===== src/smf_pkg.sv =====
`default_nettype none

package smf_pkg;

  // ****************************************
  // Clock and timing
  // ****************************************
  localparam int unsigned CLK_HZ        = 200_000_000; // Clock rate
  localparam int unsigned CLK_PERIOD_NS = 5;           // Clock period
  localparam int unsigned START_LAT_NS  = 1000;        // Typical start latency
  localparam int unsigned START_LAT_CYC = START_LAT_NS / CLK_PERIOD_NS;
  localparam int unsigned LAT_W         = 8;           // Latency counter width
  localparam int unsigned DIV_W         = 10;          // Divider counter width

  // ****************************************
  // Bit rates in bits per second
  // ****************************************
  localparam int unsigned BPS_125K = 125_000;
  localparam int unsigned BPS_250K = 250_000;
  localparam int unsigned BPS_500K = 500_000;
  localparam int unsigned BPS_1M   = 1_000_000;
  localparam int unsigned BPS_2M   = 2_000_000;
  localparam int unsigned BPS_4M   = 4_000_000;
  localparam int unsigned BPS_8M   = 8_000_000;

  // ****************************************
  // Register offsets (byte addresses)
  // ****************************************
  localparam logic [11:0] OFS_RXD    = 12'h518; // Received byte
  localparam logic [11:0] OFS_TXD    = 12'h51c; // Byte to send
  localparam logic [11:0] OFS_RATE   = 12'h524; // serial_bit_rate
  localparam logic [11:0] OFS_CFG    = 12'h554; // serial_format_config
  localparam logic [11:0] OFS_STATUS = 12'h560; // Engine status

  // ****************************************
  // Rate field encodings, one-hot
  // ****************************************
  localparam logic [31:0] RATE_125K  = 32'h0200_0000;
  localparam logic [31:0] RATE_250K  = 32'h0400_0000;
  localparam logic [31:0] RATE_500K  = 32'h0800_0000;
  localparam logic [31:0] RATE_1M    = 32'h1000_0000;
  localparam logic [31:0] RATE_2M    = 32'h2000_0000;
  localparam logic [31:0] RATE_4M    = 32'h4000_0000;
  localparam logic [31:0] RATE_8M    = 32'h8000_0000;
  localparam logic [31:0] RATE_RESET = 32'h0400_0000;

  // ****************************************
  // Format and status fields
  // ****************************************
  localparam int unsigned CFG_W        = 3;     // Implemented config bits
  localparam logic [2:0]  CFG_RESET    = 3'h0;  // All modes zero
  localparam int unsigned CFG_ORDER    = 0;     // 1: low_bit_leads
  localparam int unsigned CFG_PHASE    = 1;     // clock_phase
  localparam int unsigned CFG_POLARITY = 2;     // 1: pulses_low
  localparam int unsigned ST_BUSY      = 0;     // Byte in flight
  localparam int unsigned ST_FULL      = 1;     // Transmit FIFO full
  localparam int unsigned ST_RX_READY  = 2;     // Unread received byte
  localparam int unsigned BYTE_W       = 8;     // Serial word width
  localparam int unsigned FIFO_DEPTH   = 8;     // Transmit FIFO depth
  localparam logic [3:0]  LAST_EDGE    = 4'hf;  // Sixteenth clock edge

  // Engine states
  typedef enum logic [1:0] {
    SMF_IDLE  = 2'b00,  // Clock parked at idle level
    SMF_WAIT  = 2'b01,  // Start latency running
    SMF_SHIFT = 2'b10   // Byte on the wire
  } smf_state_e;

endpackage

`default_nettype wire


===== src/smf_fifo.sv =====
`default_nettype none

module smf_fifo #(
  parameter int unsigned WIDTH = 8,  // Word width
  parameter int unsigned DEPTH = 8   // Word count
) (
  input  wire logic             i_mclk,     // System clock
  input  wire logic             i_rst_n,    // Async reset, low
  input  wire logic             i_wr_valid, // Word offered
  output logic                  o_wr_ready, // Room for a word
  input  wire logic [WIDTH-1:0] i_wr_data,  // Word in
  output logic                  o_rd_valid, // Word available
  input  wire logic             i_rd_ready, // Consumer takes word
  output logic      [WIDTH-1:0] o_rd_data   // Oldest word
);

  localparam int unsigned AW = $clog2(DEPTH); // Pointer width

  // ****************************************
  // Storage and pointers
  // ****************************************
  logic [WIDTH-1:0] mem_reg [DEPTH];   // Word store
  logic [WIDTH-1:0] mem_next [DEPTH];  // Next store
  logic [AW-1:0]    wr_ptr_reg;        // Write slot
  logic [AW-1:0]    wr_ptr_next;       // Next write slot
  logic [AW-1:0]    rd_ptr_reg;        // Read slot
  logic [AW-1:0]    rd_ptr_next;       // Next read slot
  logic [AW:0]      cnt_reg;           // Words held
  logic [AW:0]      cnt_next;          // Next count
  logic             push;              // Word accepted
  logic             pop;               // Word removed

  // Full and empty straight from the count
  assign o_wr_ready = (cnt_reg != (AW+1)'(DEPTH));
  assign o_rd_valid = (cnt_reg != '0);
  assign o_rd_data  = mem_reg[rd_ptr_reg];
  assign push       = i_wr_valid && o_wr_ready;
  assign pop        = i_rd_ready && o_rd_valid;

  // Next pointers, count and store
  always_comb begin
    mem_next    = mem_reg;
    wr_ptr_next = wr_ptr_reg;
    rd_ptr_next = rd_ptr_reg;
    if (push) begin
      mem_next[wr_ptr_reg] = i_wr_data;
      wr_ptr_next = (wr_ptr_reg == AW'(DEPTH - 1)) ? '0 : wr_ptr_reg + 1'b1;
    end
    if (pop) begin
      rd_ptr_next = (rd_ptr_reg == AW'(DEPTH - 1)) ? '0 : rd_ptr_reg + 1'b1;
    end
    cnt_next = cnt_reg + (AW+1)'(push) - (AW+1)'(pop);
  end

  // Register only
  always_ff @(posedge i_mclk or negedge i_rst_n) begin
    if (!i_rst_n) begin
      mem_reg    <= '{default: '0};
      wr_ptr_reg <= '0;
      rd_ptr_reg <= '0;
      cnt_reg    <= '0;
    end else begin
      mem_reg    <= mem_next;
      wr_ptr_reg <= wr_ptr_next;
      rd_ptr_reg <= rd_ptr_next;
      cnt_reg    <= cnt_next;
    end
  end

endmodule

`default_nettype wire


===== src/smf_spi_master.sv =====
// The strobed register port was decided locally.
`default_nettype none

module smf_spi_master #(
  parameter int unsigned FIFO_DEPTH = smf_pkg::FIFO_DEPTH  // Transmit words
) (
  input  wire logic        i_mclk,     // 200 MHz system clock
  input  wire logic        i_rst_n,    // Async reset, low
  input  wire logic [11:0] i_addr,     // Register byte address
  input  wire logic [31:0] i_wdata,    // Write data
  input  wire logic        i_wr,       // Write strobe
  input  wire logic        i_rd,       // Read strobe
  output logic      [31:0] o_rdata,    // Read data, cycle after strobe
  output logic             o_tx_ready, // FIFO can take a byte
  output logic             o_busy,     // Byte in flight
  output logic             o_sck,      // Serial clock out
  output logic             o_mosi,     // Serial data out
  input  wire logic        i_miso      // Serial data in, asynchronous
);

  // ****************************************
  // Half-period counts per rate
  // ****************************************
  // Rounded down so the bit rate never runs slow; a half period is at most a cycle short
  localparam int unsigned HZ = smf_pkg::CLK_HZ;
  localparam int unsigned DW = smf_pkg::DIV_W;
  localparam logic [DW-1:0] HALF_125K = DW'(HZ / (2 * smf_pkg::BPS_125K));
  localparam logic [DW-1:0] HALF_250K = DW'(HZ / (2 * smf_pkg::BPS_250K));
  localparam logic [DW-1:0] HALF_500K = DW'(HZ / (2 * smf_pkg::BPS_500K));
  localparam logic [DW-1:0] HALF_1M   = DW'(HZ / (2 * smf_pkg::BPS_1M));
  localparam logic [DW-1:0] HALF_2M   = DW'(HZ / (2 * smf_pkg::BPS_2M));
  localparam logic [DW-1:0] HALF_4M   = DW'(HZ / (2 * smf_pkg::BPS_4M));
  localparam logic [DW-1:0] HALF_8M   = DW'(HZ / (2 * smf_pkg::BPS_8M));
  localparam int unsigned LW = smf_pkg::LAT_W;
  localparam logic [LW-1:0] LAT_LAST = LW'(smf_pkg::START_LAT_CYC - 1);
  localparam int unsigned BW = smf_pkg::BYTE_W;

  // ****************************************
  // Declarations
  // ****************************************
  // Input synchroniser
  logic [1:0]        miso_sync_reg;   // Two-stage MISO sampler
  logic [1:0]        miso_sync_next;  // Next sampler value
  logic              miso_s;          // Safe MISO level

  // Software registers
  logic [31:0]       rate_reg;        // serial_bit_rate
  logic [31:0]       rate_next;       // Next rate
  logic [2:0]        cfg_reg;         // serial_format_config low bits
  logic [2:0]        cfg_next;        // Next config
  logic [31:0]       rdata_reg;       // Read data register
  logic [31:0]       rdata_next;      // Next read data
  logic [BW-1:0]     rxd_reg;         // Last received byte
  logic [BW-1:0]     rxd_next;        // Next received byte
  logic              rx_rdy_reg;      // Unread byte flag
  logic              rx_rdy_next;     // Next flag

  // Shift engine
  smf_pkg::smf_state_e state_reg;     // Engine state
  smf_pkg::smf_state_e state_next;    // Next state
  logic [LW-1:0]     lat_reg;         // Start latency count
  logic [LW-1:0]     lat_next;        // Next latency count
  logic [DW-1:0]     div_reg;         // Half-period divider
  logic [DW-1:0]     div_next;        // Next divider
  logic [3:0]        edge_reg;        // Clock edge index
  logic [3:0]        edge_next;       // Next edge index
  logic              sck_reg;         // Serial clock level
  logic              sck_next;        // Next clock level
  logic              mosi_reg;        // Serial data level
  logic              mosi_next;       // Next data level
  logic [BW-1:0]     tx_sh_reg;       // Outgoing shifter
  logic [BW-1:0]     tx_sh_next;      // Next outgoing shifter
  logic [BW-1:0]     rx_sh_reg;       // Incoming shifter
  logic [BW-1:0]     rx_sh_next;      // Next incoming shifter

  // Combinational helpers
  logic [DW-1:0]     half_cnt;        // Cycles per half period
  logic              tick;            // One-cycle half-period enable
  logic              leading;         // Tick is a leading edge
  logic              do_sample;       // Capture MISO now
  logic              do_shift;        // Present next bit now
  logic              byte_done;       // Last edge of a byte
  logic              lsb_first;       // Order field
  logic              phase;           // clock_phase field
  logic              polarity;        // clock_polarity field
  logic              wr_txd;          // Software writes a byte
  logic              rd_rxd;          // Software reads the byte

  // FIFO handshake
  logic              fifo_rd_valid;   // Byte waiting
  logic              fifo_rd_ready;   // Engine takes byte
  logic [BW-1:0]     fifo_rd_data;    // Waiting byte

  // ****************************************
  // Field decode
  // ****************************************
  assign lsb_first = cfg_reg[smf_pkg::CFG_ORDER];
  assign phase     = cfg_reg[smf_pkg::CFG_PHASE];
  assign polarity  = cfg_reg[smf_pkg::CFG_POLARITY];
  assign wr_txd    = i_wr && (i_addr == smf_pkg::OFS_TXD);
  assign rd_rxd    = i_rd && (i_addr == smf_pkg::OFS_RXD);

  // ****************************************
  // MISO synchroniser
  // ****************************************
  // Only the second stage feeds any logic
  always_comb begin
    miso_sync_next = {miso_sync_reg[0], i_miso};
  end

  always_ff @(posedge i_mclk or negedge i_rst_n) begin
    if (!i_rst_n) begin
      miso_sync_reg <= 2'h0;
    end else begin
      miso_sync_reg <= miso_sync_next;
    end
  end

  assign miso_s = miso_sync_reg[1];

  // ****************************************
  // Transmit FIFO
  // ****************************************
  // A write while full is dropped; software checks the full bit
  smf_fifo #(
    .WIDTH (BW),
    .DEPTH (FIFO_DEPTH)
  ) u_tx_fifo (
    .i_mclk     (i_mclk),
    .i_rst_n    (i_rst_n),
    .i_wr_valid (wr_txd),
    .o_wr_ready (o_tx_ready),
    .i_wr_data  (i_wdata[BW-1:0]),
    .o_rd_valid (fifo_rd_valid),
    .i_rd_ready (fifo_rd_ready),
    .o_rd_data  (fifo_rd_data)
  );

  // ****************************************
  // Rate selection
  // ****************************************
  // Any encoding outside the seven falls back to 250 kbps
  always_comb begin
    unique case (rate_reg)
      smf_pkg::RATE_125K: half_cnt = HALF_125K;
      smf_pkg::RATE_250K: half_cnt = HALF_250K;
      smf_pkg::RATE_500K: half_cnt = HALF_500K;
      smf_pkg::RATE_1M:   half_cnt = HALF_1M;
      smf_pkg::RATE_2M:   half_cnt = HALF_2M;
      smf_pkg::RATE_4M:   half_cnt = HALF_4M;
      smf_pkg::RATE_8M:   half_cnt = HALF_8M;
      default:            half_cnt = HALF_250K;
    endcase
  end

  // ****************************************
  // Edge timing
  // ****************************************
  // Divider runs from the system clock, so its accuracy is the clock's
  assign tick      = (state_reg == smf_pkg::SMF_SHIFT)
                     && (div_reg == half_cnt - 1'b1);
  assign leading   = ~edge_reg[0];
  assign do_sample = tick && (phase ? ~leading : leading);
  assign do_shift  = tick && (phase ? leading : ~leading);
  assign byte_done = tick && (edge_reg == smf_pkg::LAST_EDGE);

  // ****************************************
  // Shift engine next state
  // ****************************************
  always_comb begin
    state_next    = state_reg;
    lat_next      = lat_reg;
    div_next      = div_reg;
    edge_next     = edge_reg;
    sck_next      = sck_reg;
    mosi_next     = mosi_reg;
    tx_sh_next    = tx_sh_reg;
    rx_sh_next    = rx_sh_reg;
    fifo_rd_ready = 1'b0;
    unique case (state_reg)
      smf_pkg::SMF_IDLE: begin
        // Clock parks at its idle level, data low
        sck_next  = polarity;
        mosi_next = 1'b0;
        lat_next  = '0;
        if (fifo_rd_valid) begin
          state_next = smf_pkg::SMF_WAIT;
        end
      end
      smf_pkg::SMF_WAIT: begin
        // Hold off the typical start latency
        sck_next = polarity;
        lat_next = lat_reg + 1'b1;
        if (lat_reg == LAT_LAST) begin
          fifo_rd_ready = 1'b1;
          div_next      = '0;
          edge_next     = '0;
          state_next    = smf_pkg::SMF_SHIFT;
          if (phase) begin
            // First bit goes out on the first leading edge
            tx_sh_next = fifo_rd_data;
          end else begin
            // First bit must stand before the first leading edge
            mosi_next  = lsb_first ? fifo_rd_data[0] : fifo_rd_data[BW-1];
            tx_sh_next = lsb_first ? (fifo_rd_data >> 1) : (fifo_rd_data << 1);
          end
        end
      end
      smf_pkg::SMF_SHIFT: begin
        div_next = tick ? '0 : div_reg + 1'b1;
        if (tick) begin
          // Sixteen toggles return the clock to idle
          sck_next  = ~sck_reg;
          edge_next = edge_reg + 1'b1;
        end
        if (do_shift) begin
          mosi_next  = lsb_first ? tx_sh_reg[0] : tx_sh_reg[BW-1];
          tx_sh_next = lsb_first ? (tx_sh_reg >> 1) : (tx_sh_reg << 1);
        end
        if (do_sample) begin
          // Received bits pack in the same order as sent
          rx_sh_next = lsb_first ? {miso_s, rx_sh_reg[BW-1:1]}
                                 : {rx_sh_reg[BW-2:0], miso_s};
        end
        if (byte_done) begin
          state_next = smf_pkg::SMF_IDLE;
        end
      end
      default: begin
        // Unused code recovers to idle
        state_next = smf_pkg::SMF_IDLE;
      end
    endcase
  end

  // Shift engine registers
  always_ff @(posedge i_mclk or negedge i_rst_n) begin
    if (!i_rst_n) begin
      state_reg <= smf_pkg::SMF_IDLE;
      lat_reg   <= '0;
      div_reg   <= '0;
      edge_reg  <= 4'h0;
      sck_reg   <= 1'b0;
      mosi_reg  <= 1'b0;
      tx_sh_reg <= '0;
      rx_sh_reg <= '0;
    end else begin
      state_reg <= state_next;
      lat_reg   <= lat_next;
      div_reg   <= div_next;
      edge_reg  <= edge_next;
      sck_reg   <= sck_next;
      mosi_reg  <= mosi_next;
      tx_sh_reg <= tx_sh_next;
      rx_sh_reg <= rx_sh_next;
    end
  end

  // ****************************************
  // Register file next state
  // ****************************************
  // Mode changes mid-byte take effect at once; change them while idle
  always_comb begin
    rate_next   = rate_reg;
    cfg_next    = cfg_reg;
    rxd_next    = rxd_reg;
    rx_rdy_next = rx_rdy_reg;
    rdata_next  = 32'h0;
    if (i_wr && (i_addr == smf_pkg::OFS_RATE)) begin
      rate_next = i_wdata;
    end
    if (i_wr && (i_addr == smf_pkg::OFS_CFG)) begin
      cfg_next = i_wdata[smf_pkg::CFG_W-1:0];
    end
    if (rd_rxd) begin
      rx_rdy_next = 1'b0;
    end
    // Completion wins over a read in the same cycle
    if (byte_done) begin
      rxd_next    = rx_sh_next;
      rx_rdy_next = 1'b1;
    end
    if (i_rd) begin
      unique case (i_addr)
        smf_pkg::OFS_RXD: begin
          rdata_next[BW-1:0] = rxd_reg;
        end
        smf_pkg::OFS_RATE: begin
          rdata_next = rate_reg;
        end
        smf_pkg::OFS_CFG: begin
          rdata_next[smf_pkg::CFG_W-1:0] = cfg_reg;
        end
        smf_pkg::OFS_STATUS: begin
          rdata_next[smf_pkg::ST_BUSY]     = o_busy;
          rdata_next[smf_pkg::ST_FULL]     = ~o_tx_ready;
          rdata_next[smf_pkg::ST_RX_READY] = rx_rdy_reg;
        end
        default: begin
          // Unmapped and write-only addresses read zero
          rdata_next = 32'h0;
        end
      endcase
    end
  end

  // Register file registers
  always_ff @(posedge i_mclk or negedge i_rst_n) begin
    if (!i_rst_n) begin
      rate_reg   <= smf_pkg::RATE_RESET;
      cfg_reg    <= smf_pkg::CFG_RESET;
      rdata_reg  <= 32'h0;
      rxd_reg    <= '0;
      rx_rdy_reg <= 1'b0;
    end else begin
      rate_reg   <= rate_next;
      cfg_reg    <= cfg_next;
      rdata_reg  <= rdata_next;
      rxd_reg    <= rxd_next;
      rx_rdy_reg <= rx_rdy_next;
    end
  end

  // ****************************************
  // Outputs
  // ****************************************
  // Busy covers the latency wait as well as the byte itself
  assign o_busy  = (state_reg != smf_pkg::SMF_IDLE);
  assign o_rdata = rdata_reg;
  assign o_sck   = sck_reg;
  assign o_mosi  = mosi_reg;

endmodule

`default_nettype wire


===== config.mk =====
export PLATFORM = sky130hd
export DESIGN_NAME = smf_spi_master
export DESIGN_NICKNAME = d
export VERILOG_FILES = /design/src/smf_pkg.sv /design/src/smf_fifo.sv /design/src/smf_spi_master.sv
export SDC_FILE = /design/constraint.sdc
export NUM_CORES = 1
export LEC_CHECK = 0
export ABC_AREA = 0
export BUFFER_PORTS_ARGS = -buffer_cell sky130_fd_sc_hd__buf_4
export CORE_ASPECT_RATIO = 1.2
export CORE_MARGIN = 2
export CORE_UTILIZATION = 40
export CTS_CLUSTER_SIZE = 40
export DETAILED_ROUTE_END_ITERATION = 8
export GPL_TIMING_DRIVEN = 0
export PLACE_DENSITY = 0.6
export RECOVER_POWER = 100
export SYNTH_ARGS = -nofsm -noshare
export SYNTH_HDL_FRONTEND = slang
export SYNTH_SLANG_ARGS = --single-unit

===== constraint.sdc =====
create_clock -name i_mclk -period 4.89 [get_ports i_mclk]
set_input_delay 0.2445 -clock i_mclk [delete_from_list [all_inputs] [get_ports i_mclk]]
set_output_delay 0.2445 -clock i_mclk [all_outputs]
set_load 0.02 [all_outputs]

# Word-level counts from Yosys, hierarchy flattened
# Cells that the tools add are included.
[totals]
register_bits = 194
output_inout_bits = 36
wordCells = 139
[op_classes]
n_bitwise = 5
n_reduce_logical = 26
magnitude_cmp = 3
mux = 47
n_addsub = 8
eq_ne = 25
[ops]
columns = ["operator", "count"]
rows = [
  ["$mux W8", 11],
  ["$bwmux W64", 1],
  ["$eq A12 B11 Y1 const B", 5],
  ["$pmux W10 S6", 1],
  ["$eq A32 B26 Y1 const B", 1],
  ["$eq A32 B28 Y1 const B", 1],
  ["$eq A32 B29 Y1 const B", 1],
  ["$eq A32 B30 Y1 const B", 1],
  ["$eq A32 B31 Y1 const B", 1],
  ["$eq A32 B32 Y1 const B", 1],
  ["$mux W32", 1],
  ["$pmux W8 S2", 2],
  ["$bmux W8 S3", 1],
  ["$demux W8 S3", 1],
  ["$mux W24", 1],
  ["$mux W10", 2],
  ["$pmux W10 S2", 1],
  ["$mux W1", 12],
  ["$pmux W3 S4", 1],
  ["$logic_and A1 B1 Y1", 11],
  ["$add A10 B1 Y10 const B", 1],
  ["$eq A10 B10 Y1", 1],
  ["$ne A2 B2 Y1 const B", 5],
  ["$pmux W5 S2", 1],
  ["other kinds (32)", 49],
]

# Longest topological paths before layout
# Gate-level depths: netlist of run 1.
[logic_depth]
word_depth = 8
mapped_depth = 15
ltp_nobuf = 14

# Modules after synthesis
# A second synthesis of run 1 with hierarchy kept.
[unflattened]
hier_cells = 765
hier_area_um2 = 9639.2
[modules_own_cells]
columns = ["module", "n_inst", "seq_area_each_um2", "area_per_inst_um2", "cells_per_inst"]
rows = [
  ["smf_spi_master", 1, 3004.1, 6062.1, 548],
  ["smf_fifo", 1, 1851.8, 3577.2, 217],
]

# Worst setup path after synthesis of run 1
# Ideal clock, no wire load.
[synth_path]
path_type = "flip-flop to flip-flop"
from = "register rate_reg[24]"
to = "register rxd_reg[0]"
required_time_ns = 4.762
period_less_slack_ns = 3.727
arrival_time_ns = 3.599
n_path_buf = 1
path_slack_ns = 1.163
path_stages_with_launch = 15
path_cell_list = "dfrtp_1 > nor4_2 > nand4b_1 > or3_1 > ha_1 > xor2_1 > nand4_1 > nand2b_1 > o221ai_1 > a21oi_1 > or4_1 > nor3_2 > and3_1 > buf_4 > mux2_1"
[synth_between]
elab_chain_cells = 8
word_cells_on_any_way = 14
[synth_lines]
columns = ["element", "line_no", "source"]
rows = [
  ["from (decl)", "smf_spi_master.sv:47", "logic [31:0] rate_reg;"],
  ["from (signal assigned)", "smf_spi_master.sv:310", "rate_reg <= smf_pkg::RATE_RESET;"],
  ["from (signal assigned)", "smf_spi_master.sv:316", "rate_reg <= rate_next;"],
  ["$eq A32 B32 Y1 (tied with other cells)", "smf_spi_master.sv:144", "unique case (rate_reg)"],
  ["$pmux W10 S6 (*)", "smf_spi_master.sv:144", ""],
  ["$sub A10 B1 Y10 (*)", "smf_spi_master.sv:161", "&& (div_reg == half_cnt - 1'b1);"],
  ["$eq A10 B10 Y1 (*)", "smf_spi_master.sv:161", ""],
  ["$logic_and A1 B1 Y1 (*)", "smf_spi_master.sv:161", ""],
  ["$logic_and A1 B1 Y1", "smf_spi_master.sv:163", "assign do_sample = tick && (phase ? ~leading : leading);"],
  ["$mux W8", "smf_spi_master.sv:220", "if (do_sample) begin"],
  ["$mux W8", "smf_spi_master.sv:180", "unique case (state_reg)"],
  ["to (signal assigned)", "smf_spi_master.sv:319", "rxd_reg <= rxd_next;"],
  ["to (decl)", "smf_spi_master.sv:53", "logic [BW-1:0] rxd_reg;"],
]
# Mark *: on every way between the ends. The rest lies on a longest branch, timed or not.
# A chain may end at the register's enable or synchronous reset.

# Final worst setup path of run 1
[layout_path]
from = "register rate_reg[3]"
to = "register rxd_reg[0]"
# Same word-level chain as after synthesis.

==> results of run 1 <==
## path summary, 6_finish.rpt
path	start	endpoint	slack, ns	cells past startpoint
min in group asynchronous	i_rst_n	o_rdata[24]$_DFF_PN0_	1.02	2
max reg2reg	rate_reg[3]$_DFFE_PN0P_	rxd_reg[0]$_DFFE_PN0P_	0.37	15
min reg2reg	miso_sync_reg[0]$_DFF_PN0_	miso_sync_reg[1]$_DFF_PN0_	0.35	0
max	rate_reg[3]$_DFFE_PN0P_	rxd_reg[0]$_DFFE_PN0P_	0.37	15
max in group asynchronous	i_rst_n	u_tx_fifo.mem_reg[2]$_DFFE_PN0P_	1.34	3
min	i_wdata[23]	rate_reg[23]$_DFFE_PN0P_	0.04	2
## final cells by class
| class | count | area (um^2) | area share, % |
|---|---|---|---|
| plain buffers | 45 | 183 | 1.65 |
| inverters | 20 | 75.1 | 0.676 |
| clock buffers | 18 | 429 | 3.87 |
| flip-flops and latches | 194 | 4860 | 43.7 |
| well taps | 320 | 400 | 3.61 |
| repair buffers | 84 | 494 | 4.45 |
| multi-input cells | 566 | 4500 | 40.5 |
| clock inverters | 14 | 169 | 1.52 |
## Yosys cell counts, types with 18 or more instances
library cell / number / area (um^2)
a21oi_1: 22 / 110
and3_1: 31 / 194
clkbuf_1: 27 / 101
dfrtp_1: 193 / 4830
ha_1: 18 / 225
inv_1: 19 / 71.3
mux2_2: 105 / 1180
mux2i_1: 25 / 250
nand2_1: 63 / 236
nor2_1: 42 / 158
nor3_1: 20 / 100
o21ai_0: 31 / 155
## through the flow
stage	power, W	hold WS [ns]	instances	setup WS, ns
2_1_floorplan	0.00166	-0.0511	825	1.16
3_3_place_gp	0.00175	0.334	1226	0.318
3_5_place_dp	0.00175	0.329	1227	0.282
4_1_cts	0.00317	0.0247	1261	0.248
5_1_grt	0.00325	0.0225	1261	0.0164
6_report	0.00312	0.0394	1261	0.373
## power breakdown
group          switching, W  internal (W)  total [W]
Combinational     0.0000675     0.0000356   0.000103
Clock              0.000677      0.000734    0.00141
Sequential       0.00000196       0.00161    0.00161
Total              0.000746       0.00238    0.00312
## what timing repair did
action	CTS	global route
resized for setup	0	1
endpoints found under the hold margin	92	0
endpoints found under the setup margin	0	8
hold buffers	2	0
## cells by family (layout without fill, tap and decap cells)
logic type | after synthesis | after routing | share of synthesized area [%]
AOI/OAI and AO/OA | 117 | 117 | 7.80
xor gates and xnor gates | 17 | 17 | 1.55
adders and majority gates | 19 | 19 | 2.55
buffers and inverters | 65 | 181 | 2.70
DFF | 194 | 194 | 50.4
muxes | 163 | 163 | 20.6
and+or+nand+nor | 250 | 250 | 14.4
## per-layer routing
metal	up-vias	global-route usage [%]	wire, um
met3	26	3.46	831
li1	3208	-	-
met4	0	5.31	330
met2	136	30.9	11000
met5	-	0	0
met1	3348	24.5	10200
## critical path: cells and delay by family (launching register included)
kind	cells	cell delay [ns]
compound gates	2	0.36
xor+xnor	1	0.24
fa+ha+maj	1	0.27
buf+inv	1	0.19
flops	1	0.40
mux	1	0.34
simple gates	9	2.57
==> results.ini, run 1 <==
[timing]
worstMarginPinSlew_ns = 2.34
rsz0062_at_grt = false
min_period_ns = 4.52
maxSlewHeadroom_pct = -56.1
finalSetupViolations = 0
finalHoldViolCount = 0
finalCritPeriodShare_pct = 92.4
max_freq_ghz = 0.221
fin_setup_tns_ns = 0
drv_slew = 103
clock_skew_ns = 0.0108

[detailed_routing]
drt-initial-drc-count = 312
drt-pass1-iter-count = 6
wl_per_cell_um = 17.8
num_vias = 6718
antenna_left = 0
totalWireLength_um = 22400
vias_per_cell = 5.33
post-route-drc-count = 0

[floorplan]
rows = 62
io_pins = 85
coreArea_um2 = 23800
dieHeight_um = 174
die_x_um = 146
die_area_um2 = 25300
start_util_pct = 40.4

[yosys]
synth_nets = 893
avgSynthCellArea_um2 = 11.7
synth_ff_type = dfrtp_1
ys_seq_area_share_pct = 50.4
synthCells = 825
synth_cell_type_count = 66
ys_ff_latch = 194
yosysWarnings = 0
synth_edf_count = 0
syn-cell-area_um2 = 9630
synthArstFlopShare_pct = 100

[clocking]
cts.reportedPaths.clkPinSlew_ns = 0.08
h-tree-depth = 4
cts_root_buf = clkbuf_16
postCtsSetupBuffers = 0
cts_buffers = 17
clock_latency_ns = 0.43
cts_tree = built
clk_path_buf_depth = 2
cts_sinks = 194

[final_layout]
fill_cells = 2293
final_layout_size_suffix_gt1_share_pct = 23.2
utilization_pct = 46.6
largest_register_ffs = 64
layout_commonest_cell = dfrtp_1
antenna_cells = 0
syn_to_final_growth_pct = 15.3
layout_common_cells = dfrtp_1, mux2_2, clkbuf_1
finalInstanceArea_um2 = 11100
nNetsFinal = 996

[worst_setup_path]
path_max_fanout = 9
cp_slowest_cell = or4_1
worst_setup_path_end_kind = flop
max_stage_delay_ns = 0.59
path_cells = nor4_1 -> nand2_1 -> nor2_2 -> nand3_1 -> ha_1 -> xor2_1 -> nand4_1 -> nand2b_1 -> o221ai_1 -> a21oi_1 -> or4_1 -> nor3_2 -> and3_1 -> buf_4 -> mux2_1
arrival_ns = 4.83
cp-start-kind = flop
required_ns = 5.20
setup.worst_path.class = flop to flop

[placed_design]
gp_congestion = 0.835
io_buffers = 81
post-dp-hpwl_um = 16000
dpl-instance-area_um2 = 10700

[global_routing]
antenna_found_initial = 0
first_global_vias = 6789
grt_max_degree = 103
grt_pass1_wl_um = 36900
grt_use_total_pct = 18.4
grt_overflow_total = 0

[job]
maxCapViolCount = 4

[power]
power_density_nw_per_um2 = 281
p_leak_nw = 5.16
irDropWorstVdd_mv = 0.220

[worst_hold_path]
hp-class = input port to flop

[status]
status = finished, violations left
violations = max-capacitance violations, max-slew violations

No activity file was read; power rests on OpenSTA's default activity.
==> run 2: changes to the inputs <==
--- a/config.mk
+++ b/config.mk
@@ -17,4 +17,5 @@
 export RECOVER_POWER = 100
 export SYNTH_ARGS = -nofsm -noshare
 export SYNTH_HDL_FRONTEND = slang
+export SYNTH_HIERARCHICAL = 1
 export SYNTH_SLANG_ARGS = --single-unit
==> run 2 against run 1 <==
Effect of this change: the flow still finishes with violations (max-capacitance violations, max-slew violations); combinational power hardly changed; sequential share of layout area up 0.064 points; design area decreased by 0.15%; via count shrank 5.2%; register-to-register slack gained 0.05 ns; critical path depth fell by 3; non-clock buffer count fell by 5; largest power group unchanged.
==> results.ini, run 2 <==
[worst_setup_path]
required_ns = 5.22
setup.worst_path.class = flop to flop
r2r_cells = 12
path_max_fanout = 8
arrival_ns = 4.80
worst_setup_path_end_kind = flop
cp-start-kind = flop

[floorplan]
dieHeight_um = 174
coreArea_um2 = 23800
rows = 62
die_area_um2 = 25400
die_x_um = 146
io_pins = 85
start_util_pct = 40.5

[detailed_routing]
num_vias = 6369
wl_per_cell_um = 17.9
totalWireLength_um = 21600
antenna_left = 0
drt-initial-drc-count = 268
post-route-drc-count = 0
vias_per_cell = 5.29
drt-pass1-iter-count = 4

[global_routing]
grt_overflow_total = 0
first_global_vias = 6792
grt_use_total_pct = 17.7
grt_pass1_wl_um = 35700
antenna_found_initial = 0
grt_max_degree = 120

[worst_hold_path]
hold_depth = 2
hp-class = input port to flop

[timing]
max_freq_ghz = 0.224
finalCritPeriodShare_pct = 91.3
setup_ws_ns = 0.425
clock_skew_ns = 0.0147
finalHoldViolCount = 0
min_period_ns = 4.47
fin_setup_tns_ns = 0
maxSlewHeadroom_pct = -144
hold_ws_ns = 0.0279
finalSetupViolations = 0
drv_slew = 94
worstMarginPinSlew_ns = 3.65
rsz0062_at_grt = false

[final_layout]
finalInstanceArea_um2 = 11100
fill_cells = 2214
final_layout_size_suffix_gt1_share_pct = 26.5
layout_commonest_cell = dfrtp_1
largest_register_ffs = 64
nNetsFinal = 939
fin_cells = 1204
layout_common_cells = dfrtp_1, mux2_2, clkbuf_1
syn_to_final_growth_pct = 15.0
antenna_cells = 0

[power]
irDropWorstVdd_mv = 0.231
p_leak_nw = 5.36
power_density_nw_per_um2 = 291

[yosys]
synth_cell_type_count = 75
ys_seq_area_share_pct = 50.4
synth_common_cells = dfrtp_1, mux2_2, nand2_1
synth_edf_count = 0
synth_ff_type = dfrtp_1
synth_nets = 833
syn-cell-area_um2 = 9640
synth_top_area_share_pct = 50.1
synthCells = 765
avgSynthCellArea_um2 = 12.6
synthArstFlopShare_pct = 100
ys_ff_latch = 194
yosysTopAreaCell = dfrtp_1
synth_most_common_cell = dfrtp_1
yosysWarnings = 6
yosys-top-cells-area = dfrtp_1, mux2_2, mux2_4

[placed_design]
gp_congestion = 0.809
pre_cts_ws_ns = 0.515
dp.cells = 1170
io_buffers = 84
post-dp-hpwl_um = 15400
dpl-instance-area_um2 = 10700

[clocking]
cts_tree = built
cts_buffers = 17
cts_root_buf = clkbuf_16
cts.reportedPaths.clkPinSlew_ns = 0.08
clk_path_buf_depth = 2
post_cts_resized = 0
h-tree-depth = 4
cts_sinks = 194
clock_latency_ns = 0.44

[status]
status = finished, violations left
violations = max-capacitance violations, max-slew violations

[job]
maxCapViolCount = 3

run 2: changes by cell type after synthesis, moves of 6 or more:
cell       previous run  this run
a211oi_1             13         3
a22oi_1               0        10
clkbuf_1             27        14
mux2_1               17         0
mux2_2              105       115
mux2_4                0        24
mux2i_1              25        15
nand2_1              63        37
nand2b_1             11         5
nor2_1               42        35
nor3_1               20        13
o21ai_0              31        20
o21ai_1              11         2
o2bb2ai_1             0         6
run 2: worst paths after layout:
kind,start,to,slack [ns]
max reg2reg,rate_reg[3]$_DFFE_PN0P_,rxd_reg[7]$_DFFE_PN0P_,0.42
max in group asynchronous,i_rst_n,state_reg[0]$_DFFE_PN0P_,0.99
min reg2reg,miso_sync_reg[0]$_DFF_PN0_,miso_sync_reg[1]$_DFF_PN0_,0.37
max,rate_reg[3]$_DFFE_PN0P_,rxd_reg[7]$_DFFE_PN0P_,0.42
min in group asynchronous,i_rst_n,o_rdata[16]$_DFF_PN0_,1.79
min,i_wdata[15],rate_reg[15]$_DFFE_PN0P_,0.03
run 2: final cells by class:
class / instances / area (um^2) / share of cell area (%)
Buffer: 37 / 168 / 1.51
Clock buffer: 18 / 439 / 3.96
Clock inverter: 14 / 214 / 1.93
Inverter: 23 / 86.3 / 0.779
Multi-Input combinational cell: 511 / 4370 / 39.5
Sequential cell: 194 / 4860 / 43.8
Tap cell: 320 / 400 / 3.61
Timing Repair Buffer: 87 / 549 / 4.95
run 2: what timing repair did:
item	in CTS	in global routing
hold buffers	2	0
buffers inserted	0	0
hold endpoints to repair	75	0
run 2: power breakdown:
group	switching, W	internal, W
clock network	0.000710	0.000807
logic	0.0000641	0.0000396
registers	0.00000238	0.00161
total	0.000776	0.00245
run 2: routing by layer:
layer | global-route usage [%] | vias up | share of wire (%)
li1 | - | 3032 | -
met1 | 22.5 | 3229 | 45
met2 | 30.7 | 95 | 51
met3 | 3.57 | 13 | 2.9
met4 | 4.74 | 0 | 1.3
met5 | 0 | - | 0
run 2: metrics by stage:
stage / total power, W / util [%]
after floorplan: 0.00166 / -
after global placement: 0.00174 / 44.8
after detailed placement: 0.00175 / 45.0
after CTS: 0.00327 / 47.8
after global routing: 0.00334 / 46.6
final: 0.00323 / 46.6
run 2: kinds of logic after synthesis:
logic type / Yosys count / synth area share [%]
compound gates: 110 / 7.97
xor+xnor: 18 / 1.64
fa+ha+maj: 19 / 2.54
buf+inv: 60 / 2.83
flops: 194 / 50.4
mux: 170 / 22.5
simple gates: 194 / 12.2
run 2: worst max-delay path: stages (launching register included):
cell	delay, ns
dfrtp_1	0.41
nor4_1	0.69
nand2_1	0.22
or3_1	0.40
ha_1	0.28
xnor2_1	0.25
nor3b_1	0.21
o21ai_0	0.11
a211oi_1	0.29
o2111ai_1	0.33
nor3_4	0.46
mux2_1	0.40
mux2_1	0.29
==> run 3: changes to the inputs <==
--- a/config.mk
+++ b/config.mk
@@ -13,7 +13,7 @@
 export CTS_CLUSTER_SIZE = 40
 export DETAILED_ROUTE_END_ITERATION = 8
 export GPL_TIMING_DRIVEN = 0
-export PLACE_DENSITY = 0.6
+export PLACE_DENSITY_LB_ADDON = 0.05
 export RECOVER_POWER = 100
 export SYNTH_ARGS = -nofsm -noshare
 export SYNTH_HDL_FRONTEND = slang
==> run 3 against run 2 <==
Effect of this change: the flow still finishes with violations (max-capacitance violations, max-slew violations); clock skew barely moved; sequential share of layout area rose by 0.29 points; power fell by 3.0%; utilization fell by 0.30 points; via count rose by 1.7%; global-route usage rose by 0.79 points; wire length rose by 4.9%; clock-buffer cell count did not move; fmax rose by 1.7%; combinational power fell by 4%; non-clock buffer count did not move; clock power fell by 7%; largest cell class unchanged; highest routed layer unchanged.
==> results.ini, run 3 (same netlist as run 2, synthesis figures left out) <==
[status]
status = finished, violations left
violations = max-capacitance violations, max-slew violations

[timing]
worstMarginPinSlew_ns = 2.25
clock_skew_ns = 0.0143
finalCritPeriodShare_pct = 89.8
rsz0062_at_grt = false
maxSlewHeadroom_pct = -51.9
fin_setup_tns_ns = 0
max_freq_ghz = 0.228
drv_slew = 174
finalSetupViolations = 0
finalHoldViolCount = 0
min_period_ns = 4.39

[power]
swShare_pct = 23.9
p_leak_nw = 5.32
seqPwrFrac_pct = 51.4
clkPwrFrac_pct = 45.5
power_density_nw_per_um2 = 284
intPower_w = 0.00238
irDropWorstVdd_mv = 0.193
p_switching_w = 0.000747
combinationalPowerShare_pct = 3.2

[global_routing]
first_global_vias = 6944
grt_overflow_total = 0
grt_pass1_wl_um = 37300
grt_use_total_pct = 18.5
antenna_found_initial = 0
grt_max_degree = 111

[worst_setup_path]
path_buf_inv = 0
r2r_cells = 12
path_cells = nor4_1 -> nand2_1 -> or3_1 -> ha_1 -> xnor2_1 -> nor3b_1 -> o21ai_0 -> a211oi_1 -> o2111ai_2 -> o21ai_0 -> nand2_1 -> mux2_2
worst_setup_path_end_kind = flop
required_ns = 5.20
max_stage_delay_ns = 0.64
worst_path_dominant_cell_family = simple AND/OR/NAND/NOR gates
cp_slowest_cell = nor4_1
setup.worst_path.class = flop to flop
path_max_fanout = 7
arrival_ns = 4.71
cp_num_cells = 12
cp-start-kind = flop

[placed_design]
post-dp-hpwl_um = 16700
io_buffers = 84
gp_congestion = 0.790

[final_layout]
antenna_cells = 0
utilization_pct = 46.2
nNetsFinal = 939
layout_common_cells = dfrtp_1, mux2_2, clkbuf_1
final_layout_size_suffix_gt1_share_pct = 26.1
fill_cells = 2238
largest_register_ffs = 64
layout_commonest_cell = dfrtp_1
syn_to_final_growth_pct = 14.3

[worst_hold_path]
hold_depth = 2
hp-class = input port to flop

[clocking]
cts_sinks = 194
cts_tree = built
cts.reportedPaths.clkPinSlew_ns = 0.08
clk_path_buf_depth = 2
cts_root_buf = clkbuf_16
clock_latency_ns = 0.43
cts_buffers = 17
h-tree-depth = 4

[detailed_routing]
m1WireLength_um = 9680
drt-pass1-iter-count = 5
num_vias = 6479
drt-initial-drc-count = 297
wl_met3_um = 570
wl_per_cell_um = 18.8
dr.max_layer_used = met4
antenna_left = 0
dr_wl_met2_um = 12200
vias_per_cell = 5.38
totalWireLength_um = 22600
post-route-drc-count = 0

[floorplan]
die_x_um = 146
rows = 62
dieHeight_um = 174
io_pins = 85
coreArea_um2 = 23800
start_util_pct = 40.5
die_area_um2 = 25400

[job]
maxCapViolCount = 4

==> run 3: worst paths after layout <==
| check | from | endpoint | slack, ns |
|---|---|---|---|
| worst min-delay path | i_wdata[27] | rate_reg[27]$_DFFE_PN0P_ | 0.04 |
| worst max-delay path | rate_reg[8]$_DFFE_PN0P_ | tx_sh_reg[7]$_DFFE_PN0P_ | 0.50 |
| worst max register to register | rate_reg[8]$_DFFE_PN0P_ | tx_sh_reg[7]$_DFFE_PN0P_ | 0.50 |
| max in group asynchronous | i_rst_n | u_tx_fifo/mem_reg[41]$_DFFE_PN0P_ | 1.38 |
| worst min register to register | miso_sync_reg[0]$_DFF_PN0_ | miso_sync_reg[1]$_DFF_PN0_ | 0.36 |
| min in group asynchronous | i_rst_n | o_rdata[24]$_DFF_PN0_ | 0.95 |
==> run 3: layer usage <==
layer	vias to the layer above	global-route usage [%]
met5	-	0
met4	0	3.76
met3	15	3.02
met2	101	34.1
met1	3341	22.7
li1	3022	-
==> run 3: power by group through the flow <==
stage	Sequential (W)	Clock [W]	Combinational, W
after floorplan	0.00164	0	0.0000214
after CTS	0.00161	0.00147	0.000108
after detailed placement	0.00164	0	0.000106
after global routing	0.00161	0.00153	0.000113
final	0.00161	0.00142	0.0000994
after global placement	0.00164	0	0.0000994
==> run 3: what timing repair did <==
| item | 4_1_cts | 5_1_grt |
|---|---|---|
| hold buffers | 2 | 0 |
| gates resized for setup | 0 | 0 |
| buffers inserted | 0 | 0 |
| hold endpoints to repair | 84 | 0 |
==> run 3: final cells by class <==
cell class / count / area, um^2 / share of cell area (%)
sequential: 194 / 4860 / 44.1
multi-input combinational: 511 / 4370 / 39.7
timing repair buffer: 87 / 517 / 4.69
clock buffer: 18 / 429 / 3.90
tap: 320 / 400 / 3.64
clock inverter: 14 / 189 / 1.72
buffer: 37 / 164 / 1.49
inverter: 23 / 86.3 / 0.784
==> run 3: per-stage QoR <==
step | hold slack (ns) | setup WS (ns) | power (W) | std cells | instance area [um^2]
final | 0.0449 | 0.497 | 0.00313 | 1204 | 11000
after detailed placement | 0.282 | 0.561 | 0.00175 | 1170 | 10700
after floorplan | -0.0511 | 1.35 | 0.00166 | 765 | 9640
after CTS | 0.0264 | 0.529 | 0.00318 | 1204 | 11300
after global placement | 0.345 | 0.621 | 0.00174 | 1169 | 10700
after global routing | 0.0228 | 0.140 | 0.00325 | 1204 | 11000
